File: config.mk
export PLATFORM = sky130hd
export DESIGN_NAME = dac_control_logic
export DESIGN_NICKNAME = d
export VERILOG_FILES = /design/src/rtl/dac_control_pkg.sv /design/src/rtl/wb_reg_slave.sv /design/src/rtl/startup_timer.sv /design/src/rtl/dac_control_logic.sv
export SDC_FILE = /design/constraint.sdc
export NUM_CORES = 1
export LEC_CHECK = 0
export BUFFER_PORTS_ARGS = -buffer_cell sky130_fd_sc_hd__buf_4
export CAP_MARGIN = 10
export CORE_MARGIN = 4
export CORE_UTILIZATION = 44
export DETAILED_ROUTE_END_ITERATION = 6
export PLACE_DENSITY = 0.77
export SLEW_MARGIN = 20
export SYNTH_ARGS = -nofsm -noshare
export SYNTH_HDL_FRONTEND = slang
export SYNTH_SLANG_ARGS = --single-unit
File: constraint.sdc
create_clock -name clk_sys_in -period 2 [get_ports clk_sys_in]
set_input_delay 0.3 -clock clk_sys_in [delete_from_list [all_inputs] [get_ports clk_sys_in]]
set_output_delay 0.3 -clock clk_sys_in [all_outputs]
set_load 0.02 [all_outputs]
File: src/rtl/dac_control_pkg.sv
// Shared constants, types and carriers of the converter control block.
// Assumes a 40 MHz system clock and a 32-bit classic Wishbone register bus.
package dac_control_pkg;

    // Register indices as printed; the byte address is four times the index.
    localparam logic [3:0] CTRL_INDEX = 4'h0;
    localparam logic [3:0] VALUE_INDEX = 4'h2;
    localparam int ADR_WIDTH = 6;

    // Field positions.
    localparam int ENABLE_BIT = 0;
    localparam int BUFFER_BIT = 6;
    localparam int STANDBY_RUN_BIT = 7;
    localparam int LOW_FIELD_LSB = 6;
    localparam int HIGH_FIELD_LSB = 8;
    localparam int CODE_WIDTH = 10;

    // Values after reset.
    localparam logic [7:0] CTRL_RESET = 8'h00;
    localparam logic [15:0] VALUE_RESET = 16'h0000;

    // Converter start-up after wake or enable.
    localparam int CLK_PERIOD_NS = 25;
    localparam int STARTUP_TIME_NS = 10000;
    localparam int STARTUP_CYCLES = (STARTUP_TIME_NS + CLK_PERIOD_NS - 1) / CLK_PERIOD_NS;

    typedef enum logic [1:0] {
        CONV_OFF = 2'b00,
        CONV_WARM = 2'b01,
        CONV_RUN = 2'b10
    } conv_state_t;

    // One register access, handed from the bus slave to the register file.
    typedef struct packed {
        logic wr;
        logic [3:0] index;
        logic [3:0] sel;
        logic [31:0] data;
    } reg_write_t;

    // Sleep request from the power manager, same clock domain.
    typedef struct packed {
        logic standby;
        logic power_down;
    } sleep_req_t;

    typedef struct packed {
        logic ack;
        logic [31:0] rdata;
    } bus_state_t;

    typedef struct packed {
        logic [15:0] count;
        logic done;
    } timer_state_t;

    typedef struct packed {
        conv_state_t st;
        logic [7:0] ctrl;
        logic [1:0] low;
        logic [7:0] high;
        logic [9:0] code;
        logic pend;
        logic start;
    } dac_state_t;

endpackage : dac_control_pkg

File: src/rtl/wb_reg_slave.sv
// Classic Wishbone slave front end: registered ack and read data.
// Assumes the master holds its request until it samples ack high.
module wb_reg_slave (
    // Clock and reset
    input wire logic clk_sys_in,
    input wire logic reset_in,
    // Wishbone
    input wire logic wb_cyc_in,
    input wire logic wb_stb_in,
    input wire logic wb_we_in,
    input wire logic [dac_control_pkg::ADR_WIDTH-1:0] wb_adr_in,
    input wire logic [3:0] wb_sel_in,
    input wire logic [31:0] wb_dat_in,
    output logic [31:0] wb_dat_out,
    output logic wb_ack_out,
    // Register file side
    output dac_control_pkg::reg_write_t access_out,
    input wire logic [31:0] read_word_in
);
    import dac_control_pkg::*;

    bus_state_t cur_ff;
    bus_state_t nxt_cur;
    logic req;

    // Ack comes one cycle after the request and drops the cycle after.
    assign req = wb_cyc_in && wb_stb_in && !cur_ff.ack;

    always_comb begin
        nxt_cur = cur_ff;
        nxt_cur.ack = req;
        if (req) begin
            nxt_cur.rdata = wb_we_in ? 32'h0000_0000 : read_word_in;
        end
    end

    always_ff @(posedge clk_sys_in or posedge reset_in) begin
        if (reset_in) begin
            cur_ff <= '0;
        end else begin
            cur_ff <= nxt_cur;
        end
    end

    // The write lands on the same edge at which the master samples ack.
    assign access_out.wr = wb_cyc_in && wb_stb_in && wb_we_in && cur_ff.ack;
    assign access_out.index = wb_adr_in[ADR_WIDTH-1:2];
    assign access_out.sel = wb_sel_in;
    assign access_out.data = wb_dat_in;
    assign wb_ack_out = cur_ff.ack;
    assign wb_dat_out = cur_ff.rdata;

endmodule : wb_reg_slave

File: src/rtl/startup_timer.sv
// Start-up delay counter for the converter.
// Assumes restart is a one-cycle pulse from the same clock domain.
module startup_timer #(
    parameter int CYCLES = dac_control_pkg::STARTUP_CYCLES
) (
    // Clock and reset
    input wire logic clk_sys_in,
    input wire logic reset_in,
    // Control
    input wire logic restart_in,
    output logic done_out
);
    import dac_control_pkg::*;

    timer_state_t cur_ff;
    timer_state_t nxt_cur;

    always_comb begin
        nxt_cur = cur_ff;
        if (restart_in) begin
            nxt_cur.count = 16'(CYCLES - 1);
            nxt_cur.done = 1'b0;
        end else if (cur_ff.count != 16'h0000) begin
            nxt_cur.count = cur_ff.count - 16'h0001;
        end else begin
            nxt_cur.done = 1'b1;
        end
    end

    always_ff @(posedge clk_sys_in or posedge reset_in) begin
        if (reset_in) begin
            cur_ff <= '0;
        end else begin
            cur_ff <= nxt_cur;
        end
    end

    assign done_out = cur_ff.done && !restart_in;

endmodule : startup_timer

File: src/rtl/dac_control_logic.sv
// Control logic of a 10-bit digital-to-analog converter.
// Assumes a Wishbone master on the system clock and a power manager that
// drives the sleep requests from the same clock domain.
//
// Overview of operation
// While enabled, every write of the data register starts a conversion; here only a write that includes the high byte does.
// While disabled, a data write starts nothing; the value converts once enable is set.
// Control bit 0 switches the converter on when 1 and off when 0.
// Control bit 6 routes the converter output through the buffer to the pin.
// With control bit 7 set, converter and buffer keep running in standby sleep.
// With bit 7 clear, standby sleep halts conversion and turns converter and buffer off.
// On leaving standby, converter and enabled buffer come back, then a start-up delay runs.
// In power-down sleep converter and buffer are always off.
// The code splits into bits 1:0 at the top of the low byte and bits 9:2 in the high byte.
// The output code changes only when the high data byte is written.
// The analog result is offered to internal peripherals whenever the converter is on.
// Software disables the pin's digital input in its pin configuration before use.
// Unimplemented and reserved bits read as zero and ignore writes.
//
// Design decision made here: the Wishbone interface to the registers.
module dac_control_logic #(
    parameter int CODE_BITS = dac_control_pkg::CODE_WIDTH,
    parameter int STARTUP = dac_control_pkg::STARTUP_CYCLES
) (
    // Clock and reset
    input wire logic clk_sys_in,
    input wire logic reset_in,
    // Wishbone register bus
    input wire logic wb_cyc_in,
    input wire logic wb_stb_in,
    input wire logic wb_we_in,
    input wire logic [dac_control_pkg::ADR_WIDTH-1:0] wb_adr_in,
    input wire logic [3:0] wb_sel_in,
    input wire logic [31:0] wb_dat_in,
    output logic [31:0] wb_dat_out,
    output logic wb_ack_out,
    // Sleep requests
    input dac_control_pkg::sleep_req_t sleep_in,
    // Analog core controls
    output logic converter_on_out,
    output logic pin_buffer_on_out,
    output logic internal_route_out,
    output logic [CODE_BITS-1:0] converter_code_out,
    output logic conversion_start_out,
    output logic startup_busy_out
);
    import dac_control_pkg::*;

    dac_state_t cur_ff;
    dac_state_t nxt_cur;
    reg_write_t access;
    logic [31:0] read_word;
    logic timer_done;
    logic timer_restart;
    logic allowed;
    logic ctrl_wr;
    logic low_wr;
    logic high_wr;
    logic [7:0] ctrl_next;

    // Decodes a byte-lane write to a given register.
    function automatic logic lane_write(
        input reg_write_t acc,
        input logic [3:0] index,
        input int lane
    );
        lane_write = acc.wr && (acc.index == index) && acc.sel[lane];
    endfunction : lane_write

    wb_reg_slave u_bus (
        .clk_sys_in(clk_sys_in),
        .reset_in(reset_in),
        .wb_cyc_in(wb_cyc_in),
        .wb_stb_in(wb_stb_in),
        .wb_we_in(wb_we_in),
        .wb_adr_in(wb_adr_in),
        .wb_sel_in(wb_sel_in),
        .wb_dat_in(wb_dat_in),
        .wb_dat_out(wb_dat_out),
        .wb_ack_out(wb_ack_out),
        .access_out(access),
        .read_word_in(read_word)
    );

    startup_timer #(
        .CYCLES(STARTUP)
    ) u_timer (
        .clk_sys_in(clk_sys_in),
        .reset_in(reset_in),
        .restart_in(timer_restart),
        .done_out(timer_done)
    );

    // Register strobes.
    assign ctrl_wr = lane_write(access, CTRL_INDEX, 0);
    assign low_wr = lane_write(access, VALUE_INDEX, 0);
    assign high_wr = lane_write(access, VALUE_INDEX, 1);

    // Only the three implemented control bits are stored.
    always_comb begin
        ctrl_next = 8'h00;
        ctrl_next[ENABLE_BIT] = access.data[ENABLE_BIT];
        ctrl_next[BUFFER_BIT] = access.data[BUFFER_BIT];
        ctrl_next[STANDBY_RUN_BIT] = access.data[STANDBY_RUN_BIT];
    end

    // The converter may run only when enabled and no sleep mode forbids it.
    always_comb begin
        allowed = cur_ff.ctrl[ENABLE_BIT];
        if (sleep_in.power_down) begin
            allowed = 1'b0;
        end else if (sleep_in.standby && !cur_ff.ctrl[STANDBY_RUN_BIT]) begin
            allowed = 1'b0;
        end
    end

    // Restart the start-up delay whenever the converter is switched back on.
    assign timer_restart = allowed && (cur_ff.st == CONV_OFF);

    always_comb begin
        nxt_cur = cur_ff;
        nxt_cur.start = 1'b0;

        if (ctrl_wr) begin
            nxt_cur.ctrl = ctrl_next;
            // A value written while disabled converts once enabled again.
            if (ctrl_next[ENABLE_BIT] && !cur_ff.ctrl[ENABLE_BIT]) begin
                nxt_cur.pend = 1'b1;
            end
        end

        if (low_wr) begin
            // The low byte is only staged; the output waits for the high byte.
            nxt_cur.low = access.data[LOW_FIELD_LSB +: 2];
        end

        if (high_wr) begin
            nxt_cur.high = access.data[HIGH_FIELD_LSB +: 8];
            nxt_cur.code = {access.data[HIGH_FIELD_LSB +: 8], nxt_cur.low};
        end

        case (cur_ff.st)
            CONV_OFF: begin
                if (allowed) begin
                    nxt_cur.st = CONV_WARM;
                end
            end
            CONV_WARM: begin
                if (!allowed) begin
                    nxt_cur.st = CONV_OFF;
                end else if (timer_done) begin
                    nxt_cur.st = CONV_RUN;
                end
            end
            CONV_RUN: begin
                if (!allowed) begin
                    nxt_cur.st = CONV_OFF;
                end else if (cur_ff.pend) begin
                    nxt_cur.start = 1'b1;
                    nxt_cur.pend = 1'b0;
                end
            end
            default: begin
                nxt_cur.st = CONV_OFF;
            end
        endcase

        // A data write in the same cycle as a start still leaves a start queued.
        if (high_wr) begin
            nxt_cur.pend = 1'b1;
        end
    end

    always_ff @(posedge clk_sys_in or posedge reset_in) begin
        if (reset_in) begin
            cur_ff.st <= CONV_OFF;
            cur_ff.ctrl <= CTRL_RESET;
            cur_ff.low <= VALUE_RESET[LOW_FIELD_LSB +: 2];
            cur_ff.high <= VALUE_RESET[HIGH_FIELD_LSB +: 8];
            cur_ff.code <= VALUE_RESET[LOW_FIELD_LSB +: 10];
            cur_ff.pend <= 1'b0;
            cur_ff.start <= 1'b0;
        end else begin
            cur_ff <= nxt_cur;
        end
    end

    // Read mux; unmapped words and reserved bits read as zero.
    always_comb begin
        read_word = 32'h0000_0000;
        if (access.index == CTRL_INDEX) begin
            read_word[7:0] = cur_ff.ctrl;
        end else if (access.index == VALUE_INDEX) begin
            read_word[LOW_FIELD_LSB +: 2] = cur_ff.low;
            read_word[HIGH_FIELD_LSB +: 8] = cur_ff.high;
        end
    end

    // Power is removed in sleep as soon as the request arrives, so the
    // analog core never sees a stale enable for a cycle.
    assign converter_on_out = (cur_ff.st != CONV_OFF) && allowed;
    assign pin_buffer_on_out = converter_on_out && cur_ff.ctrl[BUFFER_BIT];
    // Internal users need only the converter, not the pin buffer.
    assign internal_route_out = converter_on_out;
    assign converter_code_out = cur_ff.code;
    assign conversion_start_out = cur_ff.start;
    assign startup_busy_out = (cur_ff.st == CONV_WARM);

endmodule : dac_control_logic

==> metrics.yaml <==
finClkSkew_ns: 0.0111
grt_pass1_vias: 1781
path_delay_family: "simple AND/OR/NAND/NOR gates"
multi_input_area_um2: 1010
vias_per_cell: 5.06
p_comb_share_pct: 24.8
row_count: 26
route.detailed.drc: 0
die_h_um: 82.3
synth-edff-count: 0
final_nets: 340
grt_usage_pct: 15.8
p_sw_share_pct: 29.0
async_flop_share_pct: 100
place_area_um2: 2870
cp.arrival_ns: 2.27
max_freq_ghz: 0.489
worst_pin_slew_ns: 0.578
peakVddDrop_uv: 313
rsz0062_at_grt: "true"
overflow: 0
routed-via-count: 1823
cts_hold_buf: 0
final_area_um2: 2990
final_common_cell: "buf_4"
startpoint_type: "flop"
clock-root-buffer: "clkbuf_8"
drt_iter0_drc: 76
power.leakage_nw: 1.46
synth_area_per_cell_um2: 10.7
initial_core_util_pct: 46.3
coreArea_um2: 5240
wl_mm: 4.92
htree_num_levels: 2
dp_slack_ns: -0.0436
synth_top_cell_area_share_pct: 49.5
power.total_mw: 2.47
wl_per_cell_um: 13.7
yosysWarnings: 0
grt_max_degree: 49
path_common_cell: "or4_4"
numCtsBuffers: 5
layout_common_cells: "buf_4, dfrtp_1, conb_1, mux2_2"
crit_type: "flop to flop"
intPower_mw: 1.75
violations: "setup timing"
synth_top_area_cell: "dfrtp_1"
clockPowerShare_pct: 28.7
drv_cap: 0
die_w_um: 82.3
ys_seq_area_share_pct: 49.5
fin_crit_ns: 2.05
area_delta_synth_final_pct: 23.3
worst_hold_slack_ns: 0.125
synth_cell_types: 43
cp_cell_sequence: "or4_4 > or4_4 > or4_1 > o21ai_1"
path_clk_slew_ns: 0.09
synth_ff_type: "dfrtp_1"
status: "finished with violations"
slew_headroom_pct: 61.4
syn_area_um2: 2430
cp.buffers_inverters: 0
dieArea_um2: 6770
seq_power_share_pct: 46.4
antenna_cells: 0
setup_slack_ns: -0.0465
fillers: 454
synth_cells: 226
clock_path_buffers: 2
crit_path_end_kind: "flop"
ys_ff_latch: 48
p_per_area_nw_per_um2: 826
grt_pass1_wl_mm: 8.12
place_congestion: 0.788
seqCellArea_um2: 1200
hold_viol: 0
antenna_found_initial: 0
portBuffers: 50
cts.sinks: 48
drtPass1Iterations: 4
critPathMaxFanout: 4
required_ns: 2.22
setup-violations-final: 2
finalCritPeriodShare_pct: 102
synthTopCellsByArea: "dfrtp_1, buf_4, mux2_2"
slowest_stage: "or4_4"
drtAntennaViolNets: 0
layout-drive-gt1-share_pct: 36.2
drv_slew: 0
crit_path_max_incr_delay_ns: 0.55
dp_hpwl_mm: 3.79
hold_path.class: "input pin to asynchronous set/reset pin"
power.switching_uw: 716
ios: 97
cts_setup_buffers: 0
cts_tree: "built"
insertion_delay_ns: 0.30
-- area by class of cell --
class	instances	share of cell area, %
inverter	9	1.13
clock buffer	5	2.30
multi-input combinational	153	33.8
timing repair buffer	72	18.1
sequential	48	40.2
tap	70	2.93
clock inverter	3	1.59
-- kinds of logic (layout without fill, tap and decap cells) --
family / after synthesis / count (layout) / share of synthesized area (%)
DFF: 48 / 48 / 49.5
buffers and inverters: 45 / 89 / 11.9
and+or+nand+nor: 76 / 76 / 18.8
muxes: 16 / 16 / 7.27
AOI/OAI and AO/OA: 36 / 36 / 10.6
other: 1 / 21 / 0.155
adders and majority gates: 2 / 2 / 1.03
xor gates and xnor gates: 2 / 2 / 0.722
-- sequential cells by signal (all words and copies together) (netlist names) --
register / flops
converter_code_out: 2
u_bus.wb_dat_out: 11
u_timer.cur_ff: 17
cur_ff: 16
u_bus.wb_ack_out: 1
conversion_start_out: 1
-- synthesized netlist by cell type (all sizes together) (6+ instances only) --
library cell and instances:
buf 32, dfrtp 48, nand3 7, mux2 13, nor2 11, nand2 11
inv 9, a21oi 6, a22o 9, o21ai 9, or4 9
-- stage by stage --
stage	instances	TNS, ns	util [%]
floorplan	246	-0.0389	-
detailed placement	352	-0.0597	54.9
global route	360	-0.281	57.1
finish	360	-0.0759	57.1
global placement	352	-0.000927	54.9
CTS	360	-0.108	57.1
-- worst register-to-register path: stages (launching register included) --
cell and delay, ns:
dfrtp_1 0.39, or4_4 0.55, or4_4 0.54, or4_1 0.40, o21ai_1 0.09
-- per-layer routing --
metal  up-vias  share of wire [%]  GRT usage [%]
met5         -                  0              0
met4         0                1.8           6.64
met3         6                5.0           4.45
met2        46                 50           24.8
met1       874                 43           20.2
li1        897                  -              -
-- power groups by stage --
stage | Sequential, mW | Clock [mW] | Combinational [mW]
final | 1.15 | 0.710 | 0.614
after global routing | 1.16 | 0.793 | 0.689
after CTS | 1.15 | 0.738 | 0.616
after detailed placement | 1.16 | 0 | 0.615
after global placement | 1.16 | 0 | 0.600
after floorplan | 1.20 | 0 | 0.351
-- repair_timing --
item,4_1_cts,5_1_grt
cloned,0,0
setup endpoints to repair,2,3
resized for setup,1,0
-- final timing paths --
check	start	depth (start not counted)	to	slack (ns)
hold reg to reg	cur_ff[31]$_DFFE_PP0P_	1	cur_ff[30]$_DFFE_PP0P_	0.49
min in group clk_sys_in	wb_dat_in[9]	2	cur_ff[13]$_DFFE_PP0P_	0.22
hold / removal	reset_in	3	cur_ff[18]$_DFFE_PP0P_	0.13
setup / recovery	u_timer.cur_ff[10]$_DFFE_PP0P_	4	u_timer.cur_ff[12]$_DFFE_PP0P_	-0.05
max in group asynchronous	reset_in	3	u_timer.cur_ff[7]$_DFFE_PP0P_	1.46
setup reg to reg	u_timer.cur_ff[10]$_DFFE_PP0P_	4	u_timer.cur_ff[12]$_DFFE_PP0P_	-0.05
Power figures use the tool's default switching activity.
